**src/hdl/lcd_fifo_reset_pkg.sv**
```systemverilog
// constants shared by the lcd controller fifo recovery logic
// assumes a 32-bit plain register port with byte-address offsets
package lcd_fifo_reset_pkg;
    localparam int ADDR_W = 8;
    localparam int DATA_W = 32;
    localparam int LEN_W  = 16;

    localparam logic [ADDR_W-1:0] OFS_ASYNC_CTRL  = 8'h00;
    localparam logic [ADDR_W-1:0] OFS_RASTER_CTRL = 8'h04;
    localparam logic [ADDR_W-1:0] OFS_DOMAIN_RST  = 8'h08;
    localparam logic [ADDR_W-1:0] OFS_RAW_STATUS  = 8'h0c;
    localparam logic [ADDR_W-1:0] OFS_IRQ_MASK    = 8'h10;
    localparam logic [ADDR_W-1:0] OFS_DMA_LENGTH  = 8'h14;
    localparam logic [ADDR_W-1:0] OFS_FIFO_STATE  = 8'h18;

    // async_panel_control
    localparam int BIT_DMA_EN        = 0;
    // raster control
    localparam int BIT_RASTER_EN     = 0;
    localparam int BIT_UFLOW_RESTART = 1;
    // domain_reset_control
    localparam int RST_W             = 4;
    localparam int BIT_MAIN_RST      = 0;
    localparam int BIT_CORE_RST      = 1;
    localparam int BIT_DMA_RST       = 2;
    localparam int BIT_PANEL_RST     = 3;
    // raw_interrupt_status and mask
    localparam int STATUS_W          = 2;
    localparam int BIT_DONE          = 0;
    localparam int BIT_UFLOW         = 1;
    // fifo state readback
    localparam int PTR_FIELD_W       = 8;
    localparam int LSB_WR_PTR        = 0;
    localparam int LSB_RD_PTR        = 8;
    localparam int BIT_EMPTY         = 16;
    localparam int BIT_FULL          = 17;

    localparam logic [RST_W-1:0]    RST_BITS_RESET = 4'h0;
    localparam logic [STATUS_W-1:0] STATUS_RESET   = 2'h0;
    localparam logic [LEN_W-1:0]    LENGTH_RESET   = 16'h0000;

    // controller default and active levels of the panel strobes
    localparam logic CS_N_IDLE   = 1'b1;
    localparam logic CS_N_ACTIVE = 1'b0;
    localparam logic WE_N_IDLE   = 1'b1;
    localparam logic WE_N_ACTIVE = 1'b0;
endpackage

```
**src/hdl/lcd_controller_fifo_reset.sv**
```systemverilog
// lcd controller dma fifo with completion flush and per-domain software resets
// assumes a same-clock memory source for dma words and software on the register port
// Operation
// - when an async panel dma transfer completes, dma enable clears and both fifo pointers reset.
// - every finished dma transfer sets the done flag of the raw interrupt status.
// - writing one to the dma and panel-interface reset bits resets those domains and both fifo pointers.
// - while the main or panel-interface software reset is held the panel control outputs sit at the controller default levels.
// - the underflow auto restart bit is stored but has no effect; recovery is by software reset.
// - once raster enable is cleared and raster output has stopped, the done flag is raised.
//
// Decided for this implementation: the placing of the registers and the plain strobed port.
`timescale 1ns/100ps
module lcd_controller_fifo_reset
    import lcd_fifo_reset_pkg::*;
#(
    parameter int DEPTH = 16
) (
    input  wire logic              clk_sys_in,
    input  wire logic              rst_in,
    input  wire logic [ADDR_W-1:0] reg_addr_in,
    input  wire logic [DATA_W-1:0] reg_wdata_in,
    input  wire logic              reg_wr_in,
    input  wire logic              reg_rd_in,
    output logic [DATA_W-1:0]      reg_rdata_out,
    output logic                   irq_out,
    output logic                   dma_req_out,
    input  wire logic              dma_valid_in,
    input  wire logic [DATA_W-1:0] dma_data_in,
    output logic                   panel_cs_n_out,
    output logic                   panel_we_n_out,
    output logic [DATA_W-1:0]      panel_data_out,
    output logic                   pixel_valid_out
);
    localparam int PTR_W = $clog2(DEPTH) + 1;

    logic                raster_en;
    logic                uflow_restart;
    logic [RST_W-1:0]    rst_bits;
    logic [STATUS_W-1:0] status;
    logic [STATUS_W-1:0] mask;
    logic [LEN_W-1:0]    dma_length;
    logic [DATA_W-1:0]   rdata;
    logic                next_raster_en;
    logic                next_uflow_restart;
    logic [RST_W-1:0]    next_rst_bits;
    logic [STATUS_W-1:0] next_status;
    logic [STATUS_W-1:0] next_mask;
    logic [LEN_W-1:0]    next_dma_length;
    logic [DATA_W-1:0]   next_rdata;

    logic                dma_en;
    logic [LEN_W-1:0]    remaining;
    logic                next_dma_en;
    logic [LEN_W-1:0]    next_remaining;
    logic                raster_active;
    logic                next_raster_active;
    logic                cs_n;
    logic                we_n;
    logic [DATA_W-1:0]   pdata;
    logic                pvalid;
    logic                next_cs_n;
    logic                next_we_n;
    logic [DATA_W-1:0]   next_pdata;
    logic                next_pvalid;

    logic                dma_dom_rst;
    logic                panel_dom_rst;
    logic                core_dom_rst;
    logic                dma_done;
    logic                raster_done;
    logic                raster_uflow;
    logic                flush;
    logic                push_ready;
    logic                push_valid;
    logic                pop;
    logic                pop_valid;
    logic [DATA_W-1:0]   pop_data;
    logic [PTR_W-1:0]    wr_ptr;
    logic [PTR_W-1:0]    rd_ptr;
    logic                wr_hit;
    logic [STATUS_W-1:0] events;

    // domains stay in reset as long as their bit reads one
    assign dma_dom_rst   = rst_in || rst_bits[BIT_MAIN_RST] || rst_bits[BIT_DMA_RST];
    assign panel_dom_rst = rst_in || rst_bits[BIT_MAIN_RST] || rst_bits[BIT_PANEL_RST];
    assign core_dom_rst  = rst_in || rst_bits[BIT_MAIN_RST] || rst_bits[BIT_CORE_RST];

    // transfer ends once every word is fetched and the fifo has drained to the panel
    assign dma_done     = dma_en && (remaining == '0) && !pop_valid;
    assign flush        = dma_done || dma_dom_rst || panel_dom_rst;
    assign dma_req_out  = dma_en && (remaining != '0) && push_ready;
    assign push_valid   = dma_req_out && dma_valid_in;
    assign pop          = !panel_dom_rst && pop_valid && (dma_en || raster_active);
    // the restart bit feeds nothing here: underflow only reports, software recovers
    assign raster_uflow = raster_active && !dma_en && !pop_valid;
    assign raster_done  = raster_active && !next_raster_active;
    assign events       = {raster_uflow, dma_done || raster_done};
    assign wr_hit       = reg_wr_in && (reg_addr_in == OFS_ASYNC_CTRL);
    assign irq_out      = |(status & mask);

    lcd_fifo_store #(
        .WIDTH (DATA_W),
        .DEPTH (DEPTH)
    ) u_fifo (
        .clk_sys_in     (clk_sys_in),
        .flush_in       (flush),
        .push_valid_in  (push_valid),
        .push_ready_out (push_ready),
        .push_data_in   (dma_data_in),
        .pop_in         (pop),
        .pop_valid_out  (pop_valid),
        .pop_data_out   (pop_data),
        .wr_ptr_out     (wr_ptr),
        .rd_ptr_out     (rd_ptr)
    );

    // register file, reset only by the system reset
    always_comb begin
        next_raster_en     = raster_en;
        next_uflow_restart = uflow_restart;
        next_rst_bits      = rst_bits;
        next_mask          = mask;
        next_dma_length    = dma_length;
        next_status        = status;
        next_rdata         = '0;
        if (reg_wr_in) begin
            unique case (reg_addr_in)
                OFS_RASTER_CTRL: begin
                    next_raster_en     = reg_wdata_in[BIT_RASTER_EN];
                    next_uflow_restart = reg_wdata_in[BIT_UFLOW_RESTART];
                end
                OFS_DOMAIN_RST: next_rst_bits = reg_wdata_in[RST_W-1:0];
                OFS_IRQ_MASK:   next_mask = reg_wdata_in[STATUS_W-1:0];
                OFS_DMA_LENGTH: next_dma_length = reg_wdata_in[LEN_W-1:0];
                OFS_RAW_STATUS: next_status = status & ~reg_wdata_in[STATUS_W-1:0];
                default: ;
            endcase
        end
        // a new event outweighs a clear in the same cycle
        next_status = next_status | events;
        if (reg_rd_in) begin
            unique case (reg_addr_in)
                OFS_ASYNC_CTRL:  next_rdata[BIT_DMA_EN] = dma_en;
                OFS_RASTER_CTRL: begin
                    next_rdata[BIT_RASTER_EN]     = raster_en;
                    next_rdata[BIT_UFLOW_RESTART] = uflow_restart;
                end
                OFS_DOMAIN_RST:  next_rdata[RST_W-1:0] = rst_bits;
                OFS_RAW_STATUS:  next_rdata[STATUS_W-1:0] = status;
                OFS_IRQ_MASK:    next_rdata[STATUS_W-1:0] = mask;
                OFS_DMA_LENGTH:  next_rdata[LEN_W-1:0] = dma_length;
                OFS_FIFO_STATE: begin
                    next_rdata[LSB_WR_PTR +: PTR_W] = wr_ptr;
                    next_rdata[LSB_RD_PTR +: PTR_W] = rd_ptr;
                    next_rdata[BIT_EMPTY]           = !pop_valid;
                    next_rdata[BIT_FULL]            = !push_ready;
                end
                default: ;
            endcase
        end
        if (rst_in) begin
            next_raster_en     = 1'b0;
            next_uflow_restart = 1'b0;
            next_rst_bits      = RST_BITS_RESET;
            next_mask          = STATUS_RESET;
            next_dma_length    = LENGTH_RESET;
            next_status        = STATUS_RESET;
            next_rdata         = '0;
        end
    end

    always_ff @(posedge clk_sys_in) begin
        raster_en     <= next_raster_en;
        uflow_restart <= next_uflow_restart;
        rst_bits      <= next_rst_bits;
        mask          <= next_mask;
        dma_length    <= next_dma_length;
        status        <= next_status;
        rdata         <= next_rdata;
    end

    assign reg_rdata_out = rdata;

    // dma domain
    always_comb begin
        next_dma_en    = dma_en;
        next_remaining = remaining;
        if (wr_hit) begin
            next_dma_en    = reg_wdata_in[BIT_DMA_EN];
            next_remaining = dma_length;
        end else if (dma_done) begin
            next_dma_en = 1'b0;
        end else if (push_valid) begin
            next_remaining = remaining - 1'b1;
        end
        if (dma_dom_rst) begin
            next_dma_en    = 1'b0;
            next_remaining = '0;
        end
    end

    always_ff @(posedge clk_sys_in) begin
        dma_en    <= next_dma_en;
        remaining <= next_remaining;
    end

    // core domain: raster stops one cycle after enable drops
    always_comb begin
        next_raster_active = raster_en && !core_dom_rst;
    end

    always_ff @(posedge clk_sys_in) begin
        raster_active <= next_raster_active;
    end

    // panel domain
    always_comb begin
        next_cs_n   = dma_en ? CS_N_ACTIVE : CS_N_IDLE;
        next_we_n   = WE_N_IDLE;
        next_pdata  = pdata;
        next_pvalid = 1'b0;
        if (pop) begin
            next_pdata  = pop_data;
            next_we_n   = dma_en ? WE_N_ACTIVE : WE_N_IDLE;
            next_pvalid = !dma_en;
        end
        if (panel_dom_rst) begin
            // default levels, which a panel of opposite polarity sees as active
            next_cs_n   = CS_N_IDLE;
            next_we_n   = WE_N_IDLE;
            next_pdata  = '0;
            next_pvalid = 1'b0;
        end
    end

    always_ff @(posedge clk_sys_in) begin
        cs_n   <= next_cs_n;
        we_n   <= next_we_n;
        pdata  <= next_pdata;
        pvalid <= next_pvalid;
    end

    assign panel_cs_n_out  = cs_n;
    assign panel_we_n_out  = we_n;
    assign panel_data_out  = pdata;
    assign pixel_valid_out = pvalid;
endmodule

```
**src/hdl/lcd_fifo_store.sv**
```systemverilog
// word fifo between the dma side and the panel side of the lcd controller
// assumes one clock; flush_in clears both pointers and beats push and pop
`timescale 1ns/100ps
module lcd_fifo_store
    import lcd_fifo_reset_pkg::*;
#(
    parameter int WIDTH = 32,
    parameter int DEPTH = 16,
    localparam int PTR_W = $clog2(DEPTH) + 1
) (
    input  wire logic             clk_sys_in,
    input  wire logic             flush_in,
    input  wire logic             push_valid_in,
    output logic                  push_ready_out,
    input  wire logic [WIDTH-1:0] push_data_in,
    input  wire logic             pop_in,
    output logic                  pop_valid_out,
    output logic [WIDTH-1:0]      pop_data_out,
    output logic [PTR_W-1:0]      wr_ptr_out,
    output logic [PTR_W-1:0]      rd_ptr_out
);
    generate
        if (DEPTH < 2 || (DEPTH & (DEPTH - 1)) != 0 || PTR_W > PTR_FIELD_W) begin : g_bad_depth
            $error("fifo depth must be a power of two from 2 to 128");
        end
    endgenerate

    logic [WIDTH-1:0] mem [DEPTH];
    logic [PTR_W-1:0] wr_ptr;
    logic [PTR_W-1:0] rd_ptr;
    logic [PTR_W-1:0] next_wr_ptr;
    logic [PTR_W-1:0] next_rd_ptr;
    logic             empty;
    logic             full;
    logic             do_push;

    assign empty          = (wr_ptr == rd_ptr);
    assign full           = (wr_ptr[PTR_W-1] != rd_ptr[PTR_W-1]) && (wr_ptr[PTR_W-2:0] == rd_ptr[PTR_W-2:0]);
    assign push_ready_out = !full;
    assign pop_valid_out  = !empty;
    assign pop_data_out   = mem[rd_ptr[PTR_W-2:0]];
    assign wr_ptr_out     = wr_ptr;
    assign rd_ptr_out     = rd_ptr;
    assign do_push        = push_valid_in && !full && !flush_in;

    always_comb begin
        next_wr_ptr = wr_ptr;
        next_rd_ptr = rd_ptr;
        if (flush_in) begin
            // both pointers together, never just the write side
            next_wr_ptr = '0;
            next_rd_ptr = '0;
        end else begin
            if (do_push) begin
                next_wr_ptr = wr_ptr + 1'b1;
            end
            if (pop_in && !empty) begin
                next_rd_ptr = rd_ptr + 1'b1;
            end
        end
    end

    always_ff @(posedge clk_sys_in) begin
        wr_ptr <= next_wr_ptr;
        rd_ptr <= next_rd_ptr;
        if (do_push) begin
            mem[wr_ptr[PTR_W-2:0]] <= push_data_in;
        end
    end
endmodule

```
**config.mk**
```make
export PLATFORM = sky130hd
export DESIGN_NAME = lcd_controller_fifo_reset
export DESIGN_NICKNAME = d
export VERILOG_FILES = /design/src/hdl/lcd_fifo_reset_pkg.sv /design/src/hdl/lcd_controller_fifo_reset.sv /design/src/hdl/lcd_fifo_store.sv
export SDC_FILE = /design/constraint.sdc
export NUM_CORES = 1
export LEC_CHECK = 0
export BUFFER_PORTS_ARGS = -buffer_cell sky130_fd_sc_hd__clkbuf_2
export CAP_MARGIN = 20
export CORE_MARGIN = 3
export CORE_UTILIZATION = 62
export CTS_BUF_LIST = sky130_fd_sc_hd__clkbuf_8
export DETAILED_ROUTE_END_ITERATION = 6
export GPL_TIMING_DRIVEN = 0
export PLACE_DENSITY = 0.81
export SLEW_MARGIN = 40
export SYNTH_ARGS = -nofsm -noshare
export SYNTH_HDL_FRONTEND = slang
export SYNTH_SLANG_ARGS = --single-unit
export TNS_END_PERCENT = 10
```
**constraint.sdc**
```tcl
create_clock -name clk_sys_in -period 3.9 [get_ports clk_sys_in]
set_input_delay 0.39 -clock clk_sys_in [delete_from_list [all_inputs] [get_ports clk_sys_in]]
set_output_delay 0.39 -clock clk_sys_in [all_outputs]
set_load 0.1 [all_outputs]
```
## After elaboration in Yosys (flattened, before gate mapping)

Memory sizes are Yosys's and may differ from the RTL's. A register that Yosys moved wholly into a read port is not among the register bits.
Index checks and enable logic that the tools add are counted.

- $add $sub $neg: 3
- Equality and inequality tests: 10
- Multiplexer cells: 15
- Bitwise operators: 8
- Reductions and logical operators: 46

Operators by type and width:

| kind | count |
|---|---|
| $mux W16 | 3 |
| $eq A8 B5 Y1 const B | 3 |
| $eq A8 B4 Y1 const B | 2 |
| $logic_and A1 B1 Y1 | 16 |
| $logic_not A16 Y1 | 1 |
| $reduce_bool A16 Y1 | 1 |
| $sub A16 B1 Y16 const B | 1 |
| $add A5 B1 Y5 const B | 2 |
| $pmux W5 S2 | 1 |
| $reduce_and A2 Y1 | 5 |
| $eq A8 B3 Y1 const B | 1 |
| $logic_not A8 Y1 | 1 |
| $logic_or A1 B1 Y1 | 8 |
| $logic_not A1 Y1 | 7 |
| $pmux W1 S7 | 1 |
| $pmux W1 S6 | 1 |
| $pmux W2 S3 | 1 |
| $reduce_or A2 Y1 | 3 |
| $reduce_or A3 Y1 | 2 |
| $eq A5 B5 Y1 | 1 |
| $mux W1 | 5 |
| $and A2 B2 Y2 | 2 |
| $eq A4 B4 Y1 | 1 |
| $mux W2 | 2 |
| other kinds (7) | 11 |

- Register bits after elaboration: 89
- Bits in writable memories: 512
- Bits of input ports: 77
- Output and inout port bits: 69
- Logic and storage cells: 101
- Memories kept: 1

Memories:

| memory | words | bits a word | rd ports | clocked after memory_dff | write ports | RTL line | RTL |
|---|---|---|---|---|---|---|---|
| u_fifo.mem | 16 | 32 | 1 | 1 | 1 | lcd_fifo_store.sv:28 | `logic [WIDTH-1:0] mem [DEPTH];` |

## Logic depth before layout (Yosys ltp)

- Word-level depth: 9
- Mapped depth: 10
- Gate-level depth less buffers: 8

## By module

A second synthesis with hierarchy kept.

- Cells, all modules: 1301
- Area, all modules: 24158.2 µm²

Modules (own cells, without submodules):

| module | instances | cells an instance | area each (µm²) | sequential area each (µm²) |
|---|---|---|---|---|
| lcd_fifo_store | 1 | 815 | 20151.8 | 15655.0 |
| lcd_controller_fifo_reset | 1 | 486 | 4006.3 | 1941.9 |

## Least setup slack after synthesis

Ideal clock, no wire load.

- Kind: reg-to-reg
- From: register remaining[0]
- To: memory u_fifo.mem[0][0] (enable)
- Library setup time: 0.421 ns
- Arrival: 2.995 ns
- Required time: 3.479 ns
- Slack: 0.484 ns
- Cell stages (with the launch flop): 9
- Buffers on the path: 0
- Clock period less this slack: 3.416 ns
- Cells stage by stage: dfxtp_1 inv_1 ha_1 nor4b_1 and4b_2 a21oi_4 nand2_1 or3_1 nor2_1

- Cells in the longest elaborated chain, start to end: 9
- Elaborated cells on any way between the ends: 14
- Those cells by class: 2 x mux; 12 x reduce/logical

Ends and longest elaborated chain:

| what | RTL line | RTL |
|---|---|---|
| from (decl) | lcd_controller_fifo_reset.sv:52 | `logic [LEN_W-1:0] remaining;` |
| from (signal assigned) | lcd_controller_fifo_reset.sv:204 | `remaining <= next_remaining;` |
| $logic_not A16 Y1 | lcd_controller_fifo_reset.sv:89 | `assign dma_done = dma_en && (remaining == '0) && !pop_valid;` |
| $logic_and A1 B1 Y1 (2 in series) | lcd_controller_fifo_reset.sv:89 |  |
| $logic_or A1 B1 Y1 (2 in series) | lcd_controller_fifo_reset.sv:90 | `assign flush = dma_done \|\| dma_dom_rst \|\| panel_dom_rst;` |
| $logic_not A1 Y1 | lcd_fifo_store.sv:44 | `assign do_push = push_valid_in && !full && !flush_in;` |
| $logic_and A1 B1 Y1 (*) | lcd_fifo_store.sv:44 |  |
| $mux W1 (*) | lcd_fifo_store.sv:66 | `if (do_push) begin` |
| $mux W1 (not written as such) (*) | lcd_fifo_store.sv:67 | `mem[wr_ptr[PTR_W-2:0]] <= push_data_in;` |
| to (decl) | lcd_fifo_store.sv:28 |  |

Mark *: on every way between the ends. The rest lies on a longest branch, timed or not.

## Worst setup path in the final report

- From: input port rst_in
- To: memory u_fifo.mem[6][8] (enable)

- Cells in the longest elaborated chain, start to end: 8
- Elaborated cells on any way between the ends: 9
- Those cells by class: 2 x mux; 7 x reduce/logical

Ends and longest elaborated chain:

| what | RTL line | RTL |
|---|---|---|
| from (decl) | lcd_controller_fifo_reset.sv:19 | `input wire logic rst_in,` |
| $logic_or A1 B1 Y1 (*) | lcd_controller_fifo_reset.sv:84, lcd_controller_fifo_reset.sv:85 |  |
| $logic_or A1 B1 Y1 | lcd_controller_fifo_reset.sv:84 | `assign dma_dom_rst = rst_in \|\| rst_bits[BIT_MAIN_RST] \|\| rst_bits[BIT_DMA_RST];` |
| $logic_or A1 B1 Y1 | lcd_controller_fifo_reset.sv:90 |  |
| $logic_or A1 B1 Y1 (*) | lcd_controller_fifo_reset.sv:90 |  |
| $logic_not A1 Y1 (*) | lcd_fifo_store.sv:44 |  |
| $logic_and A1 B1 Y1 (*) | lcd_fifo_store.sv:44 |  |
| $mux W1 (*) | lcd_fifo_store.sv:66 |  |
| $mux W1 (not written as such) (*) | lcd_fifo_store.sv:67 |  |

Marked as above.

==> reports/metrics.cfg <==
[sta]
min_period_ns=3.44
setup_violations=0
fmax_mhz=291
drv_slew=0
timing.final.crit_share=0.881
rsz0062_at_grt=no
worst_pin_slew_ns=0.886
slew_headroom=0.410
worst_clock_skew_ns=0.0291
final-hold-violation-count=0

[clock_network]
tritoncts=yes
cts_buffers=93
clock-root-buffer=clkbuf_8
post_cts_buffers=0
clkSinkCount=619
path_clk_slew_ns=0.07
clockBufferDepth=3
clkLatencyLatePin_ns=0.65
htreeDepth=3

[hold_path]
hold_path.class=in2reg
min_delay_path_depth=3

[floorplanning]
rows=70
dieWidth_um=201
initial_core_util=0.637
core_area_mm2=0.0370
pin_count=146
die-area_mm2=0.0404
die_h_um=201

[synthesis]
ys_types=53
synth_seq_area_share=0.742
ys_ff_latch=619
synth_edf_count=512
yosys_warnings=0
async_flop_share=0
ys.flop_type=edfxtp_1
syn-instance-count=1279
synth_area_mm2=0.0236
avgSynthCellArea_um2=18.5

[critical_path]
worstSetupPathType=in2reg
cp_max_fo=14
worstPathArrival_ns=3.78
critPathLaunchType=primary input
cp-end-kind=flop
critPathRequiredTime_ns=4.24
reg2regPathDepth=8

[layout]
nets=1633
post-route-util=0.747
insertedDiodeCount=0
regArea_mm2=0.0175
drive_gt1_frac=0.285
area_growth_pct=17.2
fillerInstances=2030
multi_input_area_mm2=0.00579

[status]
outcome=complete, no violations

[grt]
overflow=0
grt_use_total=0.293
antenna_found_initial=1
grt_max_degree=17
grt_pass1_wl_um=88100
first_global_vias=14048

[detailed_routing]
drt_iter0_drc=1791
drc=0
ant_nets=0
totalWireLength_um=58600
dr.pass1.iters=5
vias=13792
wl_per_cell_um=27.5
viasPerCell=6.47

[run]
drv_cap=0

[placed_design]
port_buffers=114
place_hpwl_um=38500
finalWeightedCongestion=0.855

[pwr]
irDropWorstVdd_v=0.000384
p_total_uw=12300
leakage_uw=0.00935
p_per_area_mw_per_mm2=446

layout make-up:
| class | instances | share of cell area |
|---|---|---|
| buffer | 92 | 0.0162 |
| timing repair buffer | 162 | 0.0542 |
| clock buffer | 104 | 0.0517 |
| sequential | 619 | 0.633 |
| clock inverter | 69 | 0.0114 |
| multi-input combinational | 573 | 0.209 |
| inverter | 8 | 0.00109 |
| tap | 504 | 0.0228 |
synth_stat cells, types with 2 or more instances:
cell / instances / area (um^2)
a22oi_1: 2 / 15.0
mux4_2: 128 / 2880
nor2_1: 69 / 259
nor2b_1: 5 / 31.3
dfxtp_1: 107 / 2140
nor4_1: 4 / 25.0
a31oi_1: 2 / 12.5
nor4b_1: 2 / 17.5
buf_1: 4 / 15.0
nand3_1: 50 / 250
nand2_1: 29 / 109
a32o_1: 2 / 20.0
mux2i_1: 15 / 150
edfxtp_1: 512 / 15400
and2_1: 10 / 62.6
a211oi_1: 5 / 37.5
o21ai_1: 32 / 160
nand3b_1: 2 / 15.0
xor2_1: 12 / 105
a21oi_1: 30 / 150
buf_2: 25 / 125
o21ai_0: 17 / 85.1
nand4_1: 8 / 50.1
ha_1: 7 / 87.6
or3_1: 5 / 31.3
buf_4: 15 / 113
a221oi_1: 34 / 298
nand2b_1: 3 / 18.8
inv_1: 8 / 30.0
a21boi_1: 2 / 15.0
nor3_1: 10 / 50.1
nand4b_1: 2 / 17.5
xnor2_1: 13 / 114
a22o_1: 39 / 342
and3_1: 4 / 25.0
o211ai_1: 2 / 15.0
clkbuf_1: 47 / 176
per-stage QoR:
step | area, um^2 | setup WS, ns | cells | TNS, ns | hold WS [ns]
finish | 27700 | 0.462 | 2131 | 0 | 0.0535
global route | 27700 | 0.396 | 2131 | 0 | 0.0445
CTS | 27700 | 0.504 | 2131 | 0 | 0.0246
detailed placement | 25700 | 0.461 | 1942 | 0 | 0.454
global placement | 24900 | -1.75 | 1910 | -836.41 | 0.448
floorplan | 23600 | 0.484 | 1292 | 0 | 0.424
where the power goes:
group | leakage [uW] | switching (uW) | internal (uW)
Sequential | 0.00546 | 0.749 | 7150
Clock | 0.00102 | 2440 | 2520
Combinational | 0.00287 | 182 | 51.8
Total | 0.00935 | 2620 | 9710
flip-flops by register name, summed over array words and instances (netlist names):
name and flops:
u_fifo.mem 512, remaining 16, dma_en 1, rst_bits 4
raster_active 1, uflow_restart 1, dma_length 16, u_fifo.rd_ptr_out 5
raster_en 1, mask 2, panel_data_out 32, panel_we_n_out 1
u_fifo.wr_ptr_out 5, status 2, panel_cs_n_out 1, reg_rdata_out 18
pixel_valid_out 1
layer usage:
metal / part of all wire / routed length, um / GRT usage
met1: 0.37 / 21600 / 0.402
met5: 0.00034 / 20 / 0
met3: 0.10 / 6040 / 0.0699
met4: 0.037 / 2190 / 0.113
met2: 0.49 / 28700 / 0.467
repair_timing:
action | 4_1_cts | 5_1_grt
hold buffers | 16 | 0
resized for setup | 0 | 0
hold endpoints to repair | 18 | 0
critical path, cell delays in order:
cell and delay, ns:
dlygate4sd3_1 0.53, clkbuf_2 0.16, nor3_4 0.57, nand2_1 0.24, nor2_1 0.36, nand3_1 0.20, or2_1 0.41, nor2_4 0.44
buf_8 0.27, buf_16 0.18
kinds of logic (layout without fill, tap and decap cells):
| logic type | Yosys count | in the layout | share of synthesized area |
|---|---|---|---|
| AOI/OAI and AO/OA | 173 | 173 | 0.0519 |
| buffers and inverters | 100 | 435 | 0.0199 |
| xor gates and xnor gates | 26 | 26 | 0.00997 |
| DFF | 619 | 619 | 0.742 |
| other | 1 | 14 | 0.000159 |
| muxes | 144 | 144 | 0.129 |
| and+or+nand+nor | 209 | 209 | 0.0431 |
| adders and majority gates | 7 | 7 | 0.00371 |
path summary, 6_finish.rpt:
kind | slack, ns | from | end
max | 0.46 | rst_in | u_fifo.mem[6][8]
min reg2reg | 0.46 | panel_data_out[31] | panel_data_out[31]
min | 0.05 | reg_wdata_in[0] | dma_en
max reg2reg | 0.47 | rst_bits[0] | u_fifo.mem[6][8]
layout by cell type (no fill, tap or decap), types with 3 or more instances in the layout:
master	count
or3_1	5
buf_2	25
conb_1	14
nor2_4	16
clkinv_2	11
a22o_1	39
a21oi_1	30
ha_1	7
nand2b_1	3
buf_16	23
o21ai_1	32
clkbuf_8	104
nand2_1	29
inv_1	39
and2_1	10
clkinv_1	23
a221oi_1	34
clkbuf_2	120
dfxtp_1	107
mux4_2	128
nand3_1	50
dlygate4sd3_1	16
edfxtp_1	512
buf_8	9
nor2b_1	5
nor2_1	53
nor4_1	4
buf_4	15
nor3_1	10
and3_1	4
xor2_1	12
a211oi_1	5
clkbuf_1	41
o21ai_0	17
xnor2_1	13
mux2i_1	15
buf_1	4
nand4_1	8
(Power assumes the default switching activity.)
